## config.mk

```make
export PLATFORM = sky130hd
export DESIGN_NAME = nvsp_host
export DESIGN_NICKNAME = d
export VERILOG_FILES = /design/src/hdl/nvsp_pkg.sv /design/src/hdl/nvsp_tmr_if.sv /design/src/hdl/nvsp_timer.sv /design/src/hdl/nvsp_host.sv
export VERILOG_INCLUDE_DIRS = /design/src /design/src/hdl
export SDC_FILE = /design/constraint.sdc
export NUM_CORES = 1
export LEC_CHECK = 0
export BUFFER_PORTS_ARGS = -buffer_cell sky130_fd_sc_hd__buf_2
export CAP_MARGIN = 20
export CORE_ASPECT_RATIO = 0.7
export CORE_MARGIN = 5
export CORE_UTILIZATION = 52
export DETAILED_ROUTE_END_ITERATION = 8
export PLACE_DENSITY = 0.78
export SLEW_MARGIN = 20
export SYNTH_ARGS = -nofsm -noshare
export SYNTH_HDL_FRONTEND = slang
export SYNTH_SLANG_ARGS = --single-unit
export TNS_END_PERCENT = 50
```

## constraint.sdc

```tcl
create_clock -name clock -period 6.6 [get_ports clock]
set_clock_uncertainty 0.2 [all_clocks]
set_input_delay 1.32 -clock clock [delete_from_list [all_inputs] [get_ports clock]]
set_output_delay 1.32 -clock clock [all_outputs]
set_load 0.02 [all_outputs]
```

## src/hdl/nvsp_regs.svh

```systemverilog
`ifndef NVSP_REGS_SVH
`define NVSP_REGS_SVH

// array geometry: 8 blocks of 512 rows, 8 columns per row
`define NVSP_ADDR_W       15
`define NVSP_DATA_W       8
`define NVSP_COL_W        3
`define NVSP_ROW_LSB      3
`define NVSP_ROW_W        12

// timer width, clock period
`define NVSP_CNT_W        8
`define NVSP_CLK_NS       40

// pin levels after reset: everything deasserted
`define NVSP_PIN_RST      1'b1
`define NVSP_DATA_RST     8'h00

// least times in ns; plain defaults, set them to the fitted part's figures
`define NVSP_T_CE_ACC_NS  100
`define NVSP_T_AA_NS      120
`define NVSP_T_PAGE_ACC_NS 60
`define NVSP_T_PC_NS      100
`define NVSP_T_RC_NS      200
`define NVSP_T_WC_NS      200
// page mode rate ceiling
`define NVSP_PAGE_HZ      15000000
`define NVSP_T_PAGE_CYC_NS ((1000000000 + `NVSP_PAGE_HZ - 1) / `NVSP_PAGE_HZ)

// least times round up to whole clock cycles
`define NVSP_CYC(ns)      (((ns) + `NVSP_CLK_NS - 1) / `NVSP_CLK_NS)
`define NVSP_CE_ACC_CYC   `NVSP_CYC(`NVSP_T_CE_ACC_NS)
`define NVSP_AA_CYC       `NVSP_CYC(`NVSP_T_AA_NS)
`define NVSP_PAGE_ACC_CYC `NVSP_CYC(`NVSP_T_PAGE_ACC_NS)
`define NVSP_PC_CYC       `NVSP_CYC(`NVSP_T_PC_NS)
`define NVSP_RC_CYC       `NVSP_CYC(`NVSP_T_RC_NS)
`define NVSP_WC_CYC       `NVSP_CYC(`NVSP_T_WC_NS)
`define NVSP_PAGE_CYC     `NVSP_CYC(`NVSP_T_PAGE_CYC_NS)

`endif

```

## src/hdl/nvsp_pkg.sv

```systemverilog
`include "nvsp_regs.svh"
package nvsp_pkg;

   typedef logic [`NVSP_ADDR_W-1:0] nvsp_addr_t;
   typedef logic [`NVSP_DATA_W-1:0] nvsp_data_t;
   typedef logic [`NVSP_ROW_W-1:0]  nvsp_row_t;
   typedef logic [`NVSP_CNT_W-1:0]  nvsp_cnt_t;

   typedef enum logic [3:0] {
      ST_IDLE,
      ST_RD_WAIT,
      ST_WR_ARM,
      ST_WR_LOW,
      ST_WR_END,
      ST_HOLD,
      ST_SEL,
      ST_PRE,
      ST_CEW_ARM,
      ST_CEW_LOW,
      ST_CEW_END
   } nvsp_state_t;

endpackage

```

## src/hdl/nvsp_tmr_if.sv

```systemverilog
`timescale 1ns/1ps
`include "nvsp_regs.svh"
interface nvsp_tmr_if;
   logic                   load;
   logic [`NVSP_CNT_W-1:0] count;
   logic                   done;

   modport ctl (output load, output count, input done);
   modport tmr (input load, input count, output done);
endinterface

```

## src/hdl/nvsp_timer.sv

```systemverilog
`timescale 1ns/1ps
`include "nvsp_regs.svh"
module nvsp_timer
   import nvsp_pkg::*;
(
   // clock and reset
   input  wire logic clock,
   input  wire logic nrst,
   // load and done
   nvsp_tmr_if.tmr   tmr
);

   nvsp_cnt_t count_reg;
   nvsp_cnt_t count_next;

   // a load of n raises done n edges later; a reload restarts the wait
   always_comb begin
      count_next = count_reg;
      if (tmr.load) begin
         count_next = tmr.count;
      end else if (count_reg != '0) begin
         count_next = count_reg - nvsp_cnt_t'(1);
      end
   end

   always_ff @(posedge clock or negedge nrst) begin
      if (!nrst) begin
         count_reg <= '0;
      end else begin
         count_reg <= count_next;
      end
   end

   assign tmr.done = (count_reg == '0);

endmodule

```

## src/hdl/nvsp_host.sv

```systemverilog
`timescale 1ns/1ps
`include "nvsp_regs.svh"
// Function
// - host meets access time and holds data up to the terminating edge.
// - host gives one separate strobe pulse per written byte.
// - later strobe pulses with new columns write the open row.
// - chip select high starts pre-charge; host keeps it high long enough.
// - host spaces random addresses by the read or write cycle time.
// - host keeps strobe high around power transitions, and chip select high as well.
// - without cmd_keep, host asserts chip select only during accesses for lowest power.
module nvsp_host
   import nvsp_pkg::*;
(
   // clock and reset
   input  wire logic       clock,
   input  wire logic       nrst,
   // command port
   input  wire logic       cmd_valid,
   input  wire logic       cmd_write,
   input  wire logic       cmd_ce_write,
   input  wire logic       cmd_keep,
   input  wire logic       cmd_release,
   input  wire nvsp_addr_t cmd_addr,
   input  wire nvsp_data_t cmd_wdata,
   output logic            cmd_ready,
   // results
   output logic            rd_valid,
   output nvsp_data_t      rd_data,
   output logic            wr_done,
   // memory pins
   output logic            chip_select_n,
   output logic            write_strobe_n,
   output logic            output_drive_n,
   output nvsp_addr_t      mem_addr,
   input  wire nvsp_data_t data_lines_in,
   output nvsp_data_t      data_lines_out,
   output logic            data_lines_oe
);

   nvsp_state_t state_reg;
   nvsp_state_t state_next;
   logic        cs_n_reg;
   logic        cs_n_next;
   logic        we_n_reg;
   logic        we_n_next;
   logic        oe_n_reg;
   logic        oe_n_next;
   nvsp_addr_t  addr_reg;
   nvsp_addr_t  addr_next;
   nvsp_data_t  dq_out_reg;
   nvsp_data_t  dq_out_next;
   logic        dq_oe_reg;
   logic        dq_oe_next;
   logic        ready_reg;
   logic        ready_next;
   logic        rd_valid_reg;
   logic        rd_valid_next;
   nvsp_data_t  rd_data_reg;
   nvsp_data_t  rd_data_next;
   logic        wr_done_reg;
   logic        wr_done_next;
   logic        keep_reg;
   logic        keep_next;
   nvsp_row_t   row_reg;
   nvsp_row_t   row_next;
   nvsp_cnt_t   acc_cnt_reg;
   nvsp_cnt_t   acc_cnt_next;
   logic        take;
   logic        same_row;
   nvsp_cnt_t   hit_acc;
   nvsp_cnt_t   hit_cyc;

   // access/pre-charge timer and cycle-spacing timer
   nvsp_tmr_if acc_if ();
   nvsp_tmr_if cyc_if ();

   nvsp_timer u_acc_timer (
      .clock (clock),
      .nrst  (nrst),
      .tmr   (acc_if.tmr)
   );

   nvsp_timer u_cyc_timer (
      .clock (clock),
      .nrst  (nrst),
      .tmr   (cyc_if.tmr)
   );

   assign take     = cmd_valid && ready_reg;
   // row compare against the latched row decides page hit or reopen
   assign same_row = (cmd_addr[`NVSP_ADDR_W-1:`NVSP_ROW_LSB] == row_reg);
   // page hit keeps the row open; a row change pays the address access time
   assign hit_acc  = same_row ? `NVSP_CNT_W'(`NVSP_PAGE_ACC_CYC)
                              : `NVSP_CNT_W'(`NVSP_AA_CYC);
   // page accesses never faster than the page rate ceiling
   assign hit_cyc  = same_row ? `NVSP_CNT_W'(`NVSP_PAGE_CYC)
                   : (cmd_write ? `NVSP_CNT_W'(`NVSP_WC_CYC)
                                : `NVSP_CNT_W'(`NVSP_RC_CYC));

   always_comb begin
      state_next    = state_reg;
      cs_n_next     = cs_n_reg;
      we_n_next     = we_n_reg;
      oe_n_next     = oe_n_reg;
      addr_next     = addr_reg;
      dq_out_next   = dq_out_reg;
      dq_oe_next    = dq_oe_reg;
      rd_data_next  = rd_data_reg;
      keep_next     = keep_reg;
      row_next      = row_reg;
      acc_cnt_next  = acc_cnt_reg;
      rd_valid_next = 1'b0;
      wr_done_next  = 1'b0;
      acc_if.load   = 1'b0;
      acc_if.count  = '0;
      cyc_if.load   = 1'b0;
      cyc_if.count  = '0;
      unique case (state_reg)
         ST_IDLE: begin
            if (take) begin
               addr_next    = cmd_addr;
               dq_out_next  = cmd_wdata;
               keep_next    = cmd_keep;
               row_next     = cmd_addr[`NVSP_ADDR_W-1:`NVSP_ROW_LSB];
               acc_cnt_next = `NVSP_CNT_W'(`NVSP_CE_ACC_CYC);
               if (!cmd_write) begin
                  // strobe stays high at the select edge, so this is a read
                  cs_n_next    = 1'b0;
                  oe_n_next    = 1'b0;
                  acc_if.load  = 1'b1;
                  acc_if.count = `NVSP_CNT_W'(`NVSP_CE_ACC_CYC);
                  cyc_if.load  = 1'b1;
                  cyc_if.count = `NVSP_CNT_W'(`NVSP_RC_CYC);
                  state_next   = ST_RD_WAIT;
               end else if (cmd_ce_write) begin
                  // strobe low before select: memory starts as a write
                  we_n_next  = 1'b0;
                  dq_oe_next = 1'b1;
                  state_next = ST_CEW_ARM;
               end else begin
                  // output drive left high so the read start never drives
                  cs_n_next    = 1'b0;
                  cyc_if.load  = 1'b1;
                  cyc_if.count = `NVSP_CNT_W'(`NVSP_WC_CYC);
                  state_next   = ST_WR_ARM;
               end
            end
         end
         ST_RD_WAIT: begin
            if (acc_if.done) begin
               rd_data_next  = data_lines_in;
               rd_valid_next = 1'b1;
               oe_n_next     = 1'b1;
               state_next    = ST_HOLD;
            end
         end
         ST_WR_ARM: begin
            // one fresh strobe pulse per byte; data driven only while drive is off
            we_n_next    = 1'b0;
            dq_oe_next   = oe_n_reg;
            acc_if.load  = 1'b1;
            acc_if.count = acc_cnt_reg;
            state_next   = ST_WR_LOW;
         end
         ST_WR_LOW: begin
            // rising strobe after the access time commits the byte
            if (acc_if.done) begin
               we_n_next  = 1'b1;
               state_next = ST_WR_END;
            end
         end
         ST_WR_END: begin
            // data held one cycle past the rising strobe as hold margin
            dq_oe_next   = 1'b0;
            wr_done_next = 1'b1;
            state_next   = ST_HOLD;
         end
         ST_HOLD: begin
            if (cyc_if.done) begin
               if (keep_reg) begin
                  state_next = ST_SEL;
               end else begin
                  // select only during accesses keeps the memory in standby
                  cs_n_next    = 1'b1;
                  acc_if.load  = 1'b1;
                  acc_if.count = `NVSP_CNT_W'(`NVSP_PC_CYC);
                  state_next   = ST_PRE;
               end
            end
         end
         ST_SEL: begin
            if (take) begin
               // next access with select still low: page hit or new row
               addr_next    = cmd_addr;
               dq_out_next  = cmd_wdata;
               keep_next    = cmd_keep;
               row_next     = cmd_addr[`NVSP_ADDR_W-1:`NVSP_ROW_LSB];
               acc_cnt_next = hit_acc;
               cyc_if.load  = 1'b1;
               cyc_if.count = hit_cyc;
               if (!cmd_write) begin
                  oe_n_next    = 1'b0;
                  acc_if.load  = 1'b1;
                  acc_if.count = hit_acc;
                  state_next   = ST_RD_WAIT;
               end else begin
                  state_next = ST_WR_ARM;
               end
            end else if (cmd_release) begin
               cs_n_next    = 1'b1;
               acc_if.load  = 1'b1;
               acc_if.count = `NVSP_CNT_W'(`NVSP_PC_CYC);
               state_next   = ST_PRE;
            end
         end
         ST_PRE: begin
            // select stays high for pre-charge and the rest of the cycle time
            if (acc_if.done && cyc_if.done) begin
               state_next = ST_IDLE;
            end
         end
         ST_CEW_ARM: begin
            cs_n_next    = 1'b0;
            acc_if.load  = 1'b1;
            acc_if.count = `NVSP_CNT_W'(`NVSP_CE_ACC_CYC);
            cyc_if.load  = 1'b1;
            cyc_if.count = `NVSP_CNT_W'(`NVSP_WC_CYC);
            state_next   = ST_CEW_LOW;
         end
         ST_CEW_LOW: begin
            // select rises first, so it ends the write and starts pre-charge
            if (acc_if.done) begin
               cs_n_next    = 1'b1;
               acc_if.load  = 1'b1;
               acc_if.count = `NVSP_CNT_W'(`NVSP_PC_CYC);
               state_next   = ST_CEW_END;
            end
         end
         ST_CEW_END: begin
            we_n_next    = 1'b1;
            dq_oe_next   = 1'b0;
            wr_done_next = 1'b1;
            state_next   = ST_PRE;
         end
      endcase
      ready_next = (state_next == ST_IDLE) || (state_next == ST_SEL);
   end

   // strobe and select come out of reset high and stay so until a command
   always_ff @(posedge clock or negedge nrst) begin
      if (!nrst) begin
         state_reg    <= ST_IDLE;
         cs_n_reg     <= `NVSP_PIN_RST;
         we_n_reg     <= `NVSP_PIN_RST;
         oe_n_reg     <= `NVSP_PIN_RST;
         addr_reg     <= '0;
         dq_out_reg   <= `NVSP_DATA_RST;
         dq_oe_reg    <= 1'b0;
         ready_reg    <= 1'b0;
         rd_valid_reg <= 1'b0;
         rd_data_reg  <= `NVSP_DATA_RST;
         wr_done_reg  <= 1'b0;
         keep_reg     <= 1'b0;
         row_reg      <= '0;
         acc_cnt_reg  <= '0;
      end else begin
         state_reg    <= state_next;
         cs_n_reg     <= cs_n_next;
         we_n_reg     <= we_n_next;
         oe_n_reg     <= oe_n_next;
         addr_reg     <= addr_next;
         dq_out_reg   <= dq_out_next;
         dq_oe_reg    <= dq_oe_next;
         ready_reg    <= ready_next;
         rd_valid_reg <= rd_valid_next;
         rd_data_reg  <= rd_data_next;
         wr_done_reg  <= wr_done_next;
         keep_reg     <= keep_next;
         row_reg      <= row_next;
         acc_cnt_reg  <= acc_cnt_next;
      end
   end

   assign cmd_ready      = ready_reg;
   assign rd_valid       = rd_valid_reg;
   assign rd_data        = rd_data_reg;
   assign wr_done        = wr_done_reg;
   assign chip_select_n  = cs_n_reg;
   assign write_strobe_n = we_n_reg;
   assign output_drive_n = oe_n_reg;
   assign mem_addr       = addr_reg;
   assign data_lines_out = dq_out_reg;
   assign data_lines_oe  = dq_oe_reg;

endmodule

```

==> reports/results.tsv <==
stage	metric	value	unit
min_path	Hold WC Path Type	register to register	
synth	cell taking the most area after synthesis	dfrtp_1	
die	Starting Density	0.524	
die	FP Rows	24	
sta	Final Max Tran Viols	0	
layout	layout cell share with drive strength beyond 1	0.393	
sta	Slew @ Worst Pin	752	ps
die	io pins	76	
die	Die Ht	75.7	um
synth	main combinational cell family by area after synthesis	simple AND/OR/NAND/NOR gates	
pwr	Power Density	189	nW/um^2
synth	post-synth top area share	0.452	
critical_path	required time of the critical path	6610	ps
synth	syn_nets	332	
job	number of max-cap violations	0	
clock_tree	CTS Buf Count	9	
detailed_routing	DRC Markers	0	
global_route	total grt overflow	0	
pwr	static leakage	2.01	nW
placement	gpl congestion	0.905	
synth	number of library cell types mapped by synthesis	65	
detailed_routing	WL/cell	15.8	um
critical_path	flop2flop setup slack	4170	ps
sta	Hold Violations, Final	0	
clock_tree	post-CTS setup buffer count	0	
synth	Adder-Cell Fraction of Synth Area	0.0156	
synth	YS warnings	0	
global_route	vias in the first global route	2562	
global_route	GRT Util Overall	0.195	
clock_tree	CTS tree	yes	
layout	antenna fix cells	0	
sta	final setup violating endpoints	0	
critical_path	CP Class	input port to register	
layout	FF/Latch Area	1530	um^2
global_route	first-pass GRT wire length	12.2	mm
detailed_routing	DRT Wirelength	7.13	mm
layout	most frequent cells in the layout	75 x buf_2, 58 x dfrtp_1, 33 x mux2_2	
clock_tree	CTS max path bufs	2	
critical_path	slowest CP cell	mux2_2	
detailed_routing	vias	2520	
global_route	initial antenna violation count	0	
sta	final worst path period need	2710	ps
synth	Synth area leaders	dfrtp_1 45%, mux2_2 12%, xor2_1 5.2%, nor2_1 3.3%, dfstp_2 2.5%	
synth	Post-synth EDFFs	0	
sta	relative slew slack	0.498	
outcome	status	complete, no violations	
clock_tree	post-CTS sizing	0	
placement	Buffers on Ports	75	
critical_path	endpoint class of the critical path	register	
synth	Compound-Gate Fraction of Synth Area	0.115	
synth	Seq/Total Area, Yosys	0.477	
sta	Final Cycle Share	0.411	
critical_path	critical path fanouts, max	8	
synth	xor/xnor cell area share of the yosys netlist	0.0655	
pwr	Overall Power	726	uW
layout	# fillers	515	
synth	simple-gate share of the synthesized area	0.177	
layout	Largest register FFs	15	
clock_tree	CTS H-tree depth	3	
critical_path	CP cell instances	buf_2, nand2_1, mux2_2, a22oi_1, o211a_1, a41o_2, o22ai_2	
clock_tree	Worst-path clk slew	70	ps
critical_path	slowest stage delay, CP	370	ps
synth	post-synthesis mux area share	0.119	
clock_tree	CTS sink cnt	61	
detailed_routing	drt first pass iters	5	
die	Die ar.	7870	um^2
layout	footprint of the multi-input gates	1580	um^2
die	Core ar.	6130	um^2
clock_tree	Hold Buf Count CTS	0	
synth	Async S/R FF share, synth	1.00	
synth	synthesized flop and latch total	61	
detailed_routing	Vias/cell	5.58	
sta	Fmax	0.369	GHz
sta	RSZ-0062 raised after global routing	no	
placement	DP Wirelength	5.28	mm
synth	post-synth design cell area	3210	um^2
clock_tree	Worst-Skew Late Latency	340	ps
pwr	Max rail drop VDD	112	uV
layout	commonest non-fill, non-tap cell in the layout	buf_2	
critical_path	Arrival @ worst endpoint	2720	ps
layout	Syn-to-layout area delta	19.4	%
detailed_routing	initial DRC count	143	
synth	Post-Syn Instances	290	
synth	ys flop type	dfrtp_1	
detailed_routing	remaining antenna violation count after routing	0	
synth	Syn Area/Cell	11.1	um^2
clock_tree	Root Driver	clkbuf_8	
layout	fin nets	411	
die	die width	104	um
global_route	largest net degree at the start of global routing	62	
critical_path	Setup crit start kind	input port	
sta	TNS Setup	0	ps
[cell families (layout without fill, tap and decap cells)]
logic type | count (synthesis) | in the layout
flops | 61 | 61
simple gates | 98 | 98
fa+ha+maj | 4 | 4
compound gates | 48 | 48
buf+inv | 21 | 105
xor+xnor | 24 | 24
mux | 34 | 34
[cells in the mapped netlist (3+ instances only)]
master    number
a21oi_1       11
nor2_1        28
nand4_1        3
o21ai_0        5
dfrtp_1       58
or3_1          3
nand2_1       15
clkbuf_1       3
mux2_2        33
xnor2_1        5
dfstp_2        3
nor4_1         4
o22ai_1        3
nand3_1        9
nand2b_1       4
xor2_1        19
nor3_1         8
a22oi_1        3
buf_2          4
inv_1         12
ha_1           4
[per-stage QoR]
step / cells / hold WS (ps) / cell area (um^2) / setup WS, ps / utilization
5_1_grt: 452 / 308 / 3830 / 3800 / 0.626
2_1_floorplan: 290 / 235 / 3210 / 3820 / -
6_report: 452 / 270 / 3830 / 3890 / 0.626
3_3_place_gp: 436 / 255 / 3640 / 3580 / 0.595
3_5_place_dp: 436 / 259 / 3640 / 3560 / 0.595
4_1_cts: 452 / 274 / 3830 / 3930 / 0.626
[final cells by class]
| class | instances | share of cell area |
|---|---|---|
| clock inverter | 5 | 0.0160 |
| tap | 78 | 0.0254 |
| timing repair buffer | 77 | 0.102 |
| sequential | 61 | 0.399 |
| inverter | 12 | 0.0117 |
| multi-input combinational | 208 | 0.412 |
| clock buffer | 11 | 0.0343 |
[layer usage]
layer  wire (um)  GRT usage  vias up
li1            -          -     1195
met1        3000      0.240     1196
met2        3190      0.298      119
met3         830     0.0965       10
met4         104     0.0819        0
met5           0          0        -
[worst max-delay path: cells and delay by family]
kind	cells	cell delay [ps]
AOI/OAI and AO/OA	4	700
muxes	1	370
and+or+nand+nor	1	210
buffers and inverters	1	120
[worst paths after layout]
path	to	depth (start not counted)	from
min in group asynchronous	data_lines_oe	2	nrst
worst min register to register	write_strobe_n	2	write_strobe_n
worst min-delay path	write_strobe_n	2	write_strobe_n
worst max-delay path	u_cyc_timer.count_reg[1]	7	cmd_valid
max in group asynchronous	u_cyc_timer.count_reg[4]	2	nrst
worst max register to register	rd_data[6]	6	u_acc_timer.count_reg[0]
[where the power goes]
group          switching [mW]  internal (mW)  total (mW)  leakage, nW
Sequential                  0          0.374       0.374        0.801
Combinational          0.0139         0.0101      0.0240         1.13
Clock                   0.153          0.175       0.329       0.0858
Total                   0.167          0.559       0.726         2.01
Power figures use the tool's default switching activity.
